[src/hw/dual_timer_pkg.sv]
// Register map, field positions and reset values of the dual timer block
package dual_timer_pkg;

	// Register indices; the APB byte address is four times the index
	localparam logic [15:0] IDX_PRIO     = 16'hff20;
	localparam logic [15:0] IDX_IRQ_EN   = 16'hff24;
	localparam logic [15:0] IDX_FLAGS    = 16'hff28;
	localparam logic [15:0] IDX_CTRL0    = 16'hff30;
	localparam logic [15:0] IDX_CTRL1    = 16'hff31;
	localparam logic [15:0] IDX_RELOAD0  = 16'hff32;
	localparam logic [15:0] IDX_RELOAD1  = 16'hff33;
	localparam logic [15:0] IDX_CMP0     = 16'hff34;
	localparam logic [15:0] IDX_CMP1     = 16'hff35;
	localparam logic [15:0] IDX_COUNT0   = 16'hff36;
	localparam logic [15:0] IDX_COUNT1   = 16'hff37;
	localparam logic [15:0] IDX_FLOAT    = 16'hffd4;
	localparam logic [15:0] IDX_PIN_DATA = 16'hffd9;

	// Priority register: two bits per timer
	localparam int PRIO_ZERO_LSB = 0;
	localparam int PRIO_ONE_LSB  = 2;

	// Enable and flag registers share bit positions
	localparam int BIT_UF_ZERO  = 3;
	localparam int BIT_CMP_ZERO = 4;
	localparam int BIT_UF_ONE   = 5;
	localparam int BIT_CMP_ONE  = 6;

	// Timer control registers
	localparam int BIT_PRESET  = 1;
	localparam int BIT_RUN     = 2;
	localparam int BIT_OUT_EN  = 3;
	localparam int BIT_COMBINE = 7;

	// Reset values
	localparam logic [7:0] RST_RELOAD = 8'hff;
	localparam logic [7:0] RST_CMP    = 8'h00;
	localparam logic [1:0] RST_FLOAT  = 2'h3;
	localparam logic [1:0] RST_DATA   = 2'h3;
	localparam logic [1:0] RST_PRIO   = 2'h0;

endpackage

[src/hw/timer_count_channel.sv]
// One 8-bit down counter with reload and compare detection
`timescale 1ns/1ps
module timer_count_channel (
	input  wire logic       clk_sys,    // System clock
	input  wire logic       reset,      // Synchronous reset
	input  wire logic       tick,       // Count one step down
	input  wire logic       load,       // Load the reload value
	input  wire logic [7:0] reload_val, // Reload data
	input  wire logic [7:0] cmp_val,    // Compare data
	output logic      [7:0] count,      // Counter value
	output logic            zero,       // Counter is zero
	output logic            changed,    // Counter changes this cycle
	output logic            next_match  // Next value equals compare data
);
	typedef struct packed {
		logic [7:0] cnt;
	} chan_s;

	chan_s st_q;
	chan_s st_d;

	// Load beats count so a reload is never lost to a tick
	always_comb begin
		st_d = st_q;
		if (load) begin
			st_d.cnt = reload_val;
		end else if (tick) begin
			st_d.cnt = st_q.cnt - 8'h01;
		end
	end

	always_ff @(posedge clk_sys) begin
		if (reset) begin
			st_q <= '{cnt: dual_timer_pkg::RST_RELOAD};
		end else begin
			st_q <= st_d;
		end
	end

	assign count      = st_q.cnt;
	assign zero       = (st_q.cnt == 8'h00);
	assign changed    = load | tick;
	assign next_match = (st_d.cnt == cmp_val);
endmodule // timer_count_channel

[src/hw/timer_pin_driver.sv]
// Output port pin stage: float, data gating and clock source selection
`timescale 1ns/1ps
module timer_pin_driver (
	input  wire logic clk_sys,   // System clock
	input  wire logic reset,     // Synchronous reset
	input  wire logic out_en,    // Timer clock output enable
	input  wire logic tclk,      // Timer output clock
	input  wire logic float_bit, // 1 floats the pin
	input  wire logic data_bit,  // 0 forces the pin low
	input  wire logic alt_on,    // Divided oscillator output selected
	input  wire logic alt_clk,   // Divided oscillator clock
	output logic      pin_o,     // Pin output level
	output logic      pin_oe     // Pin output enable
);
	typedef struct packed {
		logic lvl;
		logic oe;
	} pin_s;

	pin_s st_q;
	pin_s st_d;
	logic src;

	// The oscillator output wins, so both clocks never share the pin
	always_comb begin
		if (alt_on) begin
			src = alt_clk;
		end else if (out_en) begin
			src = tclk;
		end else begin
			src = 1'b1;
		end
		st_d     = st_q;
		st_d.lvl = data_bit & src;
		st_d.oe  = ~float_bit;
	end

	// Pin floats until software selects complementary drive
	always_ff @(posedge clk_sys) begin
		if (reset) begin
			st_q <= '{lvl: 1'b1, oe: 1'b0};
		end else begin
			st_q <= st_d;
		end
	end

	assign pin_o  = st_q.lvl;
	assign pin_oe = st_q.oe;
endmodule // timer_pin_driver

[src/hw/dual_timer_output_interrupt_ctrl.sv]
// Dual timer control: APB registers, run/stop, flags and pin outputs
`timescale 1ns/1ps
module dual_timer_output_interrupt_ctrl (
	input  wire logic        clk_sys,              // System clock
	input  wire logic        reset,                // Synchronous reset
	input  wire logic        psel,                 // APB select
	input  wire logic        penable,              // APB access phase
	input  wire logic        pwrite,               // APB write
	input  wire logic [17:0] paddr,                // APB byte address
	input  wire logic [31:0] pwdata,               // APB write data
	input  wire logic [3:0]  pstrb,                // APB byte strobes
	output logic      [31:0] prdata,               // APB read data
	output logic             pready,               // APB ready
	output logic             pslverr,              // APB error
	input  wire logic        timer_in_clk_zero,    // Timer zero input clock
	input  wire logic        timer_in_clk_one,     // Timer one input clock
	input  wire logic        sleep_instruction,    // Core is sleeping
	input  wire logic        cpu_mask_low,         // CPU mask level bit 0
	input  wire logic        cpu_mask_high,        // CPU mask level bit 1
	input  wire logic        fast_osc_divided_out, // Fast divided clock
	input  wire logic        fast_div_on,          // Fast clock on pin zero
	input  wire logic        slow_osc_divided_out, // Slow divided clock
	input  wire logic        slow_div_on,          // Slow clock on pin one
	output logic             irq_req_zero,         // Timer zero request
	output logic             irq_req_one,          // Timer one request
	output logic      [1:0]  irq_level_zero,       // Timer zero level
	output logic      [1:0]  irq_level_one,        // Timer one level
	output logic             port_pin_zero,        // Pin zero level
	output logic             port_pin_zero_oe,     // Pin zero enable
	output logic             port_pin_one,         // Pin one level
	output logic             port_pin_one_oe       // Pin one enable
);
	typedef struct packed {
		logic [1:0][1:0] prio;
		logic [1:0]      en_uf;
		logic [1:0]      en_cmp;
		logic [1:0]      fl_uf;
		logic [1:0]      fl_cmp;
		logic            combine_mode;
		logic [1:0]      run_req;
		logic [1:0]      run_act;
		logic [1:0]      out_en;
		logic [1:0]      preset;
		logic [1:0]      float_b;
		logic [1:0]      data_b;
		logic [1:0][7:0] reload;
		logic [1:0][7:0] cmp;
		logic [1:0]      clk_prev;
		logic [1:0]      tout;
		logic [1:0]      irq;
		logic [7:0]      rdata;
	} ctrl_s;

	ctrl_s st_q;
	ctrl_s st_d;

	logic [1:0][7:0] count;
	logic [1:0]      zero;
	logic [1:0]      changed;
	logic [1:0]      next_match;
	logic [1:0]      ch_tick;
	logic [1:0]      ch_load;
	logic [1:0]      fall;
	logic [1:0]      ev_uf;
	logic [1:0]      ev_cmp;
	logic [1:0]      in_clk;
	logic [1:0]      alt_on;
	logic [1:0]      alt_clk;
	logic [1:0]      pin_lvl;
	logic [1:0]      pin_oe;
	logic [1:0]      cpu_mask;
	logic [15:0]     idx;
	logic            hit;
	logic            wr;
	logic            setup;
	logic            combined;

	// Bus decode; the slave never waits
	assign idx      = paddr[17:2];
	assign setup    = psel & ~penable;
	// A refused transfer must leave every register untouched
	assign wr       = psel & penable & pwrite & pstrb[0] & hit;
	assign pready   = 1'b1;
	assign combined = st_q.combine_mode;
	assign cpu_mask = {cpu_mask_high, cpu_mask_low};
	assign in_clk   = {timer_in_clk_one, timer_in_clk_zero};
	assign alt_on   = {slow_div_on, fast_div_on};
	assign alt_clk  = {slow_osc_divided_out, fast_osc_divided_out};

	// Address hit check covers word alignment as well as the index
	always_comb begin
		hit = (paddr[1:0] == 2'h0);
		case (idx)
			dual_timer_pkg::IDX_PRIO,
			dual_timer_pkg::IDX_IRQ_EN,
			dual_timer_pkg::IDX_FLAGS,
			dual_timer_pkg::IDX_CTRL0,
			dual_timer_pkg::IDX_CTRL1,
			dual_timer_pkg::IDX_RELOAD0,
			dual_timer_pkg::IDX_RELOAD1,
			dual_timer_pkg::IDX_CMP0,
			dual_timer_pkg::IDX_CMP1,
			dual_timer_pkg::IDX_COUNT0,
			dual_timer_pkg::IDX_COUNT1,
			dual_timer_pkg::IDX_FLOAT,
			dual_timer_pkg::IDX_PIN_DATA: hit = hit;
			default: hit = 1'b0;
		endcase
	end

	assign pslverr = psel & penable & ~hit;

	// Falling edges of the input clocks; sleep freezes counting only
	assign fall = st_q.clk_prev & ~in_clk;

	// Counting uses the old run state, giving one more count on stop
	always_comb begin
		ch_tick[0] = fall[0] & st_q.run_act[0] & ~sleep_instruction;
		if (combined) begin
			ch_tick[1] = ch_tick[0] & zero[0];
		end else begin
			ch_tick[1] = fall[1] & st_q.run_act[1] & ~sleep_instruction;
		end
	end

	// Underflow, reload and compare events for both modes
	always_comb begin
		if (combined) begin
			ev_uf[0]   = ch_tick[0] & zero[0] & zero[1];
			ev_uf[1]   = ev_uf[0];
			ch_load[0] = st_q.preset[0] | ev_uf[0];
			ch_load[1] = st_q.preset[0] | ev_uf[0];
			ev_cmp[0]  = (changed[0] | changed[1]) & (&next_match);
			ev_cmp[1]  = ev_cmp[0];
		end else begin
			ev_uf      = ch_tick & zero;
			ch_load    = st_q.preset | ev_uf;
			ev_cmp     = changed & next_match;
		end
	end

	// Counter channels; combined mode chains the borrow into timer one
	genvar gi;
	generate
		for (gi = 0; gi < 2; gi++) begin : g_chan
			timer_count_channel u_chan (
				.clk_sys    (clk_sys),
				.reset      (reset),
				.tick       (ch_tick[gi]),
				.load       (ch_load[gi]),
				.reload_val (st_q.reload[gi]),
				.cmp_val    (st_q.cmp[gi]),
				.count      (count[gi]),
				.zero       (zero[gi]),
				.changed    (changed[gi]),
				.next_match (next_match[gi])
			);

			timer_pin_driver u_pin (
				.clk_sys   (clk_sys),
				.reset     (reset),
				.out_en    (st_q.out_en[gi]),
				.tclk      (st_q.tout[gi]),
				.float_bit (st_q.float_b[gi]),
				.data_bit  (st_q.data_b[gi]),
				.alt_on    (alt_on[gi]),
				.alt_clk   (alt_clk[gi]),
				.pin_o     (pin_lvl[gi]),
				.pin_oe    (pin_oe[gi])
			);
		end
	endgenerate

	assign port_pin_zero    = pin_lvl[0];
	assign port_pin_zero_oe = pin_oe[0];
	assign port_pin_one     = pin_lvl[1];
	assign port_pin_one_oe  = pin_oe[1];

	// Next state of all control registers
	always_comb begin
		st_d          = st_q;
		st_d.clk_prev = in_clk;
		st_d.preset   = 2'h0;

		// Run state follows the request at an input clock fall; combined mode stops timer one at once
		for (int k = 0; k < 2; k++) begin
			if (fall[k]) begin
				st_d.run_act[k] = st_q.run_req[k];
			end
		end
		if (combined) begin
			st_d.run_act[1] = 1'b0;
		end

		// Output clock: a load other than the channel's own preset raises it, a compare match drops it
		for (int k = 0; k < 2; k++) begin
			if (ch_load[k] & ~st_q.preset[k]) begin
				st_d.tout[k] = 1'b1;
			end else if (ev_cmp[k]) begin
				st_d.tout[k] = 1'b0;
			end
		end

		// Register writes
		if (wr) begin
			case (idx)
				dual_timer_pkg::IDX_PRIO: begin
					st_d.prio[0] = pwdata[dual_timer_pkg::PRIO_ZERO_LSB +: 2];
					st_d.prio[1] = pwdata[dual_timer_pkg::PRIO_ONE_LSB +: 2];
				end
				dual_timer_pkg::IDX_IRQ_EN: begin
					st_d.en_uf[0]  = pwdata[dual_timer_pkg::BIT_UF_ZERO];
					st_d.en_uf[1]  = pwdata[dual_timer_pkg::BIT_UF_ONE];
					st_d.en_cmp[0] = pwdata[dual_timer_pkg::BIT_CMP_ZERO];
					st_d.en_cmp[1] = pwdata[dual_timer_pkg::BIT_CMP_ONE];
				end
				dual_timer_pkg::IDX_FLAGS: begin
					if (pwdata[dual_timer_pkg::BIT_UF_ZERO]) begin
						st_d.fl_uf[0] = 1'b0;
					end
					if (pwdata[dual_timer_pkg::BIT_UF_ONE]) begin
						st_d.fl_uf[1] = 1'b0;
					end
					if (pwdata[dual_timer_pkg::BIT_CMP_ZERO]) begin
						st_d.fl_cmp[0] = 1'b0;
					end
					if (pwdata[dual_timer_pkg::BIT_CMP_ONE]) begin
						st_d.fl_cmp[1] = 1'b0;
					end
				end
				dual_timer_pkg::IDX_CTRL0: begin
					st_d.combine_mode = pwdata[dual_timer_pkg::BIT_COMBINE];
					st_d.run_req[0]   = pwdata[dual_timer_pkg::BIT_RUN];
					st_d.out_en[0]    = pwdata[dual_timer_pkg::BIT_OUT_EN];
					st_d.preset[0]    = pwdata[dual_timer_pkg::BIT_PRESET];
				end
				dual_timer_pkg::IDX_CTRL1: begin
					st_d.run_req[1] = pwdata[dual_timer_pkg::BIT_RUN];
					st_d.out_en[1]  = pwdata[dual_timer_pkg::BIT_OUT_EN];
					st_d.preset[1]  = pwdata[dual_timer_pkg::BIT_PRESET] & ~combined;
				end
				dual_timer_pkg::IDX_RELOAD0: st_d.reload[0] = pwdata[7:0];
				dual_timer_pkg::IDX_RELOAD1: st_d.reload[1] = pwdata[7:0];
				dual_timer_pkg::IDX_CMP0:    st_d.cmp[0]    = pwdata[7:0];
				dual_timer_pkg::IDX_CMP1:    st_d.cmp[1]    = pwdata[7:0];
				dual_timer_pkg::IDX_FLOAT:   st_d.float_b   = pwdata[1:0];
				dual_timer_pkg::IDX_PIN_DATA: st_d.data_b   = pwdata[1:0];
				default: st_d.rdata = st_q.rdata;
			endcase
		end

		// Combined mode pins timer one's run request at zero
		if (st_d.combine_mode) begin
			st_d.run_req[1] = 1'b0;
		end

		// Events set flags after the clear so a simultaneous set survives
		if (ev_uf[0] & ~combined) begin
			st_d.fl_uf[0] = 1'b1;
		end
		if (ev_cmp[0] & ~combined) begin
			st_d.fl_cmp[0] = 1'b1;
		end
		if (ev_uf[1]) begin
			st_d.fl_uf[1] = 1'b1;
		end
		if (ev_cmp[1]) begin
			st_d.fl_cmp[1] = 1'b1;
		end

		// Requests compare each priority with the core's mask level
		st_d.irq[0] = ~combined
			& ((st_q.fl_uf[0] & st_q.en_uf[0])
			| (st_q.fl_cmp[0] & st_q.en_cmp[0]))
			& (st_q.prio[0] > cpu_mask);
		st_d.irq[1] = ((st_q.fl_uf[1] & st_q.en_uf[1])
			| (st_q.fl_cmp[1] & st_q.en_cmp[1]))
			& (st_q.prio[1] > cpu_mask);

		// Read data is captured in the setup cycle for the access phase
		if (setup) begin
			st_d.rdata = 8'h00;
			case (idx)
				dual_timer_pkg::IDX_PRIO:
					st_d.rdata = {4'h0, st_q.prio[1], st_q.prio[0]};
				dual_timer_pkg::IDX_IRQ_EN:
					st_d.rdata = {1'b0, st_q.en_cmp[1], st_q.en_uf[1],
						st_q.en_cmp[0], st_q.en_uf[0], 3'h0};
				dual_timer_pkg::IDX_FLAGS:
					st_d.rdata = {1'b0, st_q.fl_cmp[1], st_q.fl_uf[1],
						st_q.fl_cmp[0], st_q.fl_uf[0], 3'h0};
				dual_timer_pkg::IDX_CTRL0:
					st_d.rdata = {st_q.combine_mode, 3'h0, st_q.out_en[0],
						st_q.run_req[0] | st_q.run_act[0], 2'h0};
				dual_timer_pkg::IDX_CTRL1:
					st_d.rdata = {4'h0, st_q.out_en[1],
						st_q.run_req[1] | st_q.run_act[1], 2'h0};
				dual_timer_pkg::IDX_RELOAD0: st_d.rdata = st_q.reload[0];
				dual_timer_pkg::IDX_RELOAD1: st_d.rdata = st_q.reload[1];
				dual_timer_pkg::IDX_CMP0:    st_d.rdata = st_q.cmp[0];
				dual_timer_pkg::IDX_CMP1:    st_d.rdata = st_q.cmp[1];
				// Each byte reads live; no shadow copy of the high byte
				dual_timer_pkg::IDX_COUNT0:  st_d.rdata = count[0];
				dual_timer_pkg::IDX_COUNT1:  st_d.rdata = count[1];
				dual_timer_pkg::IDX_FLOAT:
					st_d.rdata = {6'h00, st_q.float_b};
				dual_timer_pkg::IDX_PIN_DATA:
					st_d.rdata = {6'h00, st_q.data_b};
				default: st_d.rdata = 8'h00;
			endcase
		end
	end

	// Reset leaves timers stopped, outputs off and pins floating
	always_ff @(posedge clk_sys) begin
		if (reset) begin
			st_q         <= '0;
			st_q.prio    <= {dual_timer_pkg::RST_PRIO,
				dual_timer_pkg::RST_PRIO};
			st_q.float_b <= dual_timer_pkg::RST_FLOAT;
			st_q.data_b  <= dual_timer_pkg::RST_DATA;
			st_q.reload  <= {dual_timer_pkg::RST_RELOAD,
				dual_timer_pkg::RST_RELOAD};
			st_q.cmp     <= {dual_timer_pkg::RST_CMP,
				dual_timer_pkg::RST_CMP};
			st_q.run_req <= 2'h0;
			st_q.out_en  <= 2'h0;
		end else begin
			st_q <= st_d;
		end
	end

	assign prdata         = {24'h000000, st_q.rdata};
	assign irq_req_zero   = st_q.irq[0];
	assign irq_req_one    = st_q.irq[1];
	assign irq_level_zero = st_q.prio[0];
	assign irq_level_one  = st_q.prio[1];
endmodule // dual_timer_output_interrupt_ctrl

[config.mk]
export PLATFORM = sky130hd
export DESIGN_NAME = dual_timer_output_interrupt_ctrl
export DESIGN_NICKNAME = d
export VERILOG_FILES = /design/src/hw/dual_timer_pkg.sv /design/src/hw/timer_count_channel.sv /design/src/hw/timer_pin_driver.sv /design/src/hw/dual_timer_output_interrupt_ctrl.sv
export SDC_FILE = /design/constraint.sdc
export NUM_CORES = 1
export LEC_CHECK = 0
export ABC_AREA = 0
export BUFFER_PORTS_ARGS = -buffer_cell sky130_fd_sc_hd__buf_2
export CAP_MARGIN = 30
export CORE_AREA = 2 2 100 102
export DETAILED_ROUTE_END_ITERATION = 10
export DIE_AREA = 0 0 102 104
export HOLD_SLACK_MARGIN = 0.08
export PLACE_DENSITY_LB_ADDON = 0.1
export SYNTH_ARGS = -nofsm -noshare
export SYNTH_HDL_FRONTEND = slang
export SYNTH_SLANG_ARGS = --single-unit
[constraint.sdc]
create_clock -name clk_sys -period 7.7 [get_ports clk_sys]
set_input_delay 0.385 -clock clk_sys [delete_from_list [all_inputs] [get_ports clk_sys]]
set_output_delay 0.385 -clock clk_sys [all_outputs]
set_load 0.02 [all_outputs]
# --- Word level (Yosys, flattened, before mapping) ---
# Index checks and enable logic that the tools add are counted.
totals:
  output_inout_bits: 44
  elab_cells: 172
  in_bits: 68
  ff_bits: 91
op_classes:
  n_lt_le_gt_ge: 2
  eq_ne: 15
  n_bitwise: 51
  reduce_logical: 37
  addsub: 2
  n_mux: 31
ops:
  columns: ["operator", "n"]
  rows:
  - ["equality test 16 bit (second input constant)", 13]
  - ["one-hot mux 8 bit (13 select lines)", 1]
  - ["2-to-1 mux 8 bit", 4]
  - ["nonzero test 2 bit", 14]
  - ["AND 1 bit", 27]
  - ["AND reduction 2 bit", 11]
  - ["2-to-1 mux 1 bit", 21]
  - ["equality test 8 bit", 2]
  - ["zero test 8 bit", 2]
  - ["subtractor 8 x 1 -> 8 bit (second input constant)", 2]
  - ["OR reduction 13 bit", 1]
  - ["AND reduction 3 bit", 4]
  - ["inverter 1 bit", 11]
  - ["OR 1 bit", 8]
  - ["2-to-1 mux 7 bit", 1]
  - ["AND 2 bit", 3]
  - ["2-to-1 mux 2 bit", 3]
  - ["OR reduction 3 bit", 2]
  - ["greater-than comparator 2 bit", 2]
  - ["2-to-1 mux 4 bit", 1]
  - ["OR reduction 2 bit", 2]
  - ["zero test 2 bit", 1]
  - ["inverter 2 bit", 1]
  - ["OR 2 bit", 1]

# --- Depth between registers and ports, before layout ---
depth:
  ltp_word: 17
  depth_mapped: 12
  ltp_nobuf: 11

# --- By module ---
# Synthesis repeated with hierarchy kept, for this count alone.
hier_totals:
  cells_unflattened: 638
  hier_area_um2: 5457.7
by_module_without_submodules:
  columns: ["mod", "cells_each", "area_per_inst_um2", "instances", "seq_area_each_um2"]
  rows:
  - ["dual_timer_output_interrupt_ctrl", 464, 3921.3, 1, 1421.4]
  - ["timer_count_channel", 81, 699.4, 2, 160.2]
  - ["timer_pin_driver", 6, 68.8, 2, 40.0]

# --- Worst setup path after synthesis ---
# OpenSTA, ideal clock, no wires.
synth_path:
  kind: "reg-to-reg"
  startpoint: "reg g_chan[0].u_chan.st_q, in the netlist g_chan[0].u_chan.count[5]"
  endpoint: "reg st_q[11] (netlist name)"
  path_stages_with_launch: 11
  path_slack_ns: 4.643
  synth_period_minus_slack_ns: 3.057
  setup_time_ns: 0.117
  n_path_buf: 1
  t_arrival_ns: 2.940
  path_cell_list: "dfxtp_1 or4_4 or4_4 buf_6 a2111oi_2 xnor2_1 xnor2_1 nor2b_1 nor4_1 nand4_1 a32o_1"
synth_between:
  elab_chain_len: 12
  elab_cells_between_ends: 25
  classes_between: "add/sub (1); eq/ne (2); mux (8); bitwise (11); reduce/logical (3)"
synth_lines:
  columns: ["element", "line", "text"]
  rows:
  - ["start, declared", "timer_count_channel.sv:19", "chan_s st_q;"]
  - ["start signal, assigned", "timer_count_channel.sv:34", "st_q <= '{cnt: dual_timer_pkg::RST_RELOAD};"]
  - ["start signal, assigned", "timer_count_channel.sv:36", "st_q <= st_d;"]
  - ["zero test 8 bit", "timer_count_channel.sv:41", "assign zero = (st_q.cnt == 8'h00);"]
  - ["AND 1 bit", "dual_timer_output_interrupt_ctrl.sv:120, dual_timer_output_interrupt_ctrl.sv:129", null]
  - ["2-to-1 mux 1 bit", "dual_timer_output_interrupt_ctrl.sv:119", "if (combined) begin"]
  - ["AND 2 bit", "dual_timer_output_interrupt_ctrl.sv:136", "ev_uf = ch_tick & zero;"]
  - ["OR 2 bit", "dual_timer_output_interrupt_ctrl.sv:137", "ch_load = st_q.preset | ev_uf;"]
  - ["2-to-1 mux 2 bit", "dual_timer_output_interrupt_ctrl.sv:128", "if (combined) begin"]
  - ["2-to-1 mux 8 bit", "timer_count_channel.sv:25", "if (load) begin"]
  - ["equality test 8 bit", "timer_count_channel.sv:43", "assign next_match = (st_d.cnt == cmp_val);"]
  - ["AND reduction 2 bit", "dual_timer_output_interrupt_ctrl.sv:133", "ev_cmp[0] = (changed[0] | changed[1]) & (&next_match);"]
  - ["AND 1 bit", "dual_timer_output_interrupt_ctrl.sv:133", null]
  - ["2-to-1 mux 2 bit", "dual_timer_output_interrupt_ctrl.sv:128", null]
  - ["nonzero test 2 bit (no line)", null, null]
  - ["end signal, assigned", "dual_timer_output_interrupt_ctrl.sv:329", "st_q <= st_d;"]
  - ["end, declared", "dual_timer_output_interrupt_ctrl.sv:54", "ctrl_s st_q;"]
# Several ways; a longest one is shown, not always the timed one.
# A chain may end at the register's enable or synchronous reset.

# --- Final worst setup path ---
layout_path:
  startpoint: "reg st_q, in the netlist combined"
  endpoint: "reg st_q[11] (netlist name)"
layout_between:
  elab_chain_len: 10
  elab_cells_between_ends: 19
  classes_between: "eq/ne (2); mux (7); bitwise (8); reduce/logical (2)"
layout_lines:
  columns: ["element", "line"]
  rows:
  - ["2-to-1 mux 1 bit", "dual_timer_output_interrupt_ctrl.sv:119"]
  - ["AND 2 bit", "dual_timer_output_interrupt_ctrl.sv:136"]
  - ["OR 2 bit", "dual_timer_output_interrupt_ctrl.sv:137"]
  - ["2-to-1 mux 2 bit", "dual_timer_output_interrupt_ctrl.sv:128"]
  - ["2-to-1 mux 8 bit", "timer_count_channel.sv:25"]
  - ["equality test 8 bit", "timer_count_channel.sv:43"]
  - ["AND reduction 2 bit", "dual_timer_output_interrupt_ctrl.sv:133"]
  - ["AND 1 bit", "dual_timer_output_interrupt_ctrl.sv:133"]
  - ["2-to-1 mux 2 bit", "dual_timer_output_interrupt_ctrl.sv:128"]
  - ["nonzero test 2 bit (no line)", null]
# Several ways; a longest one is shown, not always the timed one.

==> metrics.txt <==
CTS Buf Count 9; routed vias 4661; Final Cycle Share 0.4963; WHS 0.2573 ns; startpoint types flip-flop; FF+latch count, synth 91; Syn Area/Cell 8.393 µm²; Initial Util 0.5414; hold path depth 2; ant diodes 0; cell count after synthesis 616; cts repair resizes 0; worst slew pin tran approximately 1.0 ns; GR Util met1 0.4055; drt drc 0; met2 Resource Use GR 0.4450; hold path startpoint timer_in_clk_one; worst reg2reg setup slack 3.88 ns; final net count 722; max cap viols 0; multi-input logic area around 3000 µm²; unrepaired setup endpoints after global routing false; TritonCTS clock tree done; PD cells about 160 nW/µm²; Worst Hold Class in -> reg; Area Overhead vs Synth 7.188%; number of global-route vias before repair 4292; first-pass GRT wire length 23360 µm; CP endpoint kind flip-flop; PortBufs slightly below 60; Reg-to-Reg End st_q[11]$_SDFFE_PP0P_; Setup Buffers After CTS 0; Final Max Slew Viols 0; Die Area 10610 µm²; FF/Latch Area 1822 µm²; clk_lat worst skew 0.37 ns; worst-path maximum fanout 17; fraction of registers with async set/reset 0; busiest layer in global routing met2; CORE AREA 9549 µm²; setup TNS 0 ns; fmax 261.7 MHz; maximum root-to-sink buffer count 2; clock-pin slew on the worst setup and hold paths 0.09 ns; vias per cell 5.938; GR Util met3 0.03629; Post-synth EDFFs 0; reg2reg start combined$_SDFF_PP0_; Syn Std Cell Area 5170 µm²; Detailed Route WL 15040 µm; 1st-pass router iterations 7; Setup violations, final 0; Slew headroom 0.3252; GRT Util Overall 0.2884; skew final 0.01047 ns; filler instances 917; FF-to-FF path depth 7; post-synthesis cell type count 69; total gr overflow 0; Final Hold Fails 0; most frequent cells in the layout nand2_1 (95), dfxtp_1 (91), buf_2 (59), nor2_1 (43), mux2i_1 (42); die width 102 µm; post-layout min period 3.822 ns; leakage power total ~2.1 nW; routed len/inst roughly 19 µm; CTS H-Tree Depth 3; worst setup path class reg -> reg; CTS Hold Bufs 0; Hold Path End st_q[13]$_SDFF_PP0_; Peak VDD IR 0.08704 mV; layout cells sized above 1 0.1472; post-layout util 0.5803; GP Congestion 0.9074; Final ANT Viol Nets 0; DIE HEIGHT around 100 µm; # rows 36; dpl hpwl 11000 µm; Synth Flop Type dfxtp_1; largest net degree at the start of global routing 50; Ports ~110; status finished, final reports clean; sequential share of the synthesized area 0.3524; most common cell after layout, fill and taps aside nand2_1; Root Buffer clkbuf_8; DR iter-0 viols 380; crit path DAT 4.09 ns; Worst Path Required 7.97 ns; clk sinks 91; synth warn 0; initial antenna violation count 0
## cell families (layout without fill, tap and decap cells)
group / after synthesis / count (layout) / share of synthesized area
AO/OA/AOI/OAI: 126 / 126 / 0.1745
XOR/XNOR: 24 / 24 / 0.04066
adder cells (fa/ha/maj): 7 / 7 / 0.01694
buffers and inverters: 79 / 92 / 0.08616
flip-flops: 91 / 91 / 0.3524
multiplexers: 44 / 44 / 0.08567
other: 2 / 25 / 0.001453
AND/OR/NAND/NOR: 243 / 243 / 0.2423
## power by group
part | total, mW | switching, mW | leakage (nW) | internal [mW]
combinational | 0.0614 | 0.0447 | 1.26 | 0.0167
clock | 0.332 | 0.180 | 0.0901 | 0.152
sequential | 0.475 | 0.00158 | 0.736 | 0.473
total | 0.869 | 0.226 | 2.09 | 0.642
## flip-flops by register name, indices dropped and copies added, names as in the netlist, 2 cells and up
| signal | cells |
|---|---|
| g_chan.u_chan.count | 16 |
| irq_level_zero | 2 |
| irq_level_one | 2 |
| prdata | 8 |
| g_chan.u_pin.pin_o | 2 |
| st_q | 56 |
| g_chan.u_pin.pin_oe | 2 |
## worst max-delay path, stage by stage (launching register included)
cell       delay (ns)
dfxtp_1          0.83
mux2i_1          0.88
nand2_1          0.45
o2bb2ai_1        0.26
xor2_1           0.15
nor4_1           0.49
nand4_1          0.31
a32o_1           0.35
## worst max path at each step
stage | endpoint | startpoint | slack (ns)
CTS | st_q[11]$_SDFFE_PP0P_ | combined$_SDFF_PP0_ | 3.92
floorplan | st_q[11]$_SDFFE_PP0P_ | g_chan[0].u_chan.count[5]$_SDFF_PP1_ | 4.64
finish | st_q[11]$_SDFFE_PP0P_ | combined$_SDFF_PP0_ | 3.88
detailed placement | st_q[11]$_SDFFE_PP0P_ | sleep_instruction | 3.92
global placement | st_q[11]$_SDFFE_PP0P_ | sleep_instruction | 3.93
global route | st_q[11]$_SDFFE_PP0P_ | combined$_SDFF_PP0_ | 3.76
## through the flow
step                      setup slack, ns  instance area [µm²]  total power [mW]  std cells
after detailed placement            3.915                 5348            0.5461        769
after global placement              3.931                 5348            0.5452        769
after global routing                3.760                 5542            0.8955        785
final                               3.878                 5542            0.8686        785
after floorplan                     4.643                 5256            0.5327        639
after CTS                           3.923                 5542            0.8724        785
## layout make-up
type	instances	share of cell area
Timing Repair Buffer	62	0.05735
Inverter	14	0.009483
Multi-Input combinational cell	469	0.5394
Tap cell	133	0.03003
Sequential cell	91	0.3287
Clock buffer	11	0.02371
Clock inverter	5	0.01129
## cell usage after synthesis, types with 10 or more instances
cell type  number  share of area
buf_4          37          0.054
mux2i_1        42          0.081
nand3_1        15          0.015
o21ai_0        25          0.024
nand2b_1       10          0.012
nor3_1         13          0.013
nand2_1        95          0.069
nor2b_1        10          0.012
inv_1          13         0.0094
xor2_1         16          0.027
a221oi_1       11          0.019
a21oi_1        33          0.032
clkbuf_1       25          0.018
dfxtp_1        91           0.35
nor2_1         43          0.031
## layer usage
layer  share of wire  wire [µm]
met1            0.45       6783
met4           0.027        402
met3           0.059        894
met5               0          0
met2            0.46       6959
Power figures use the tool's default switching activity.
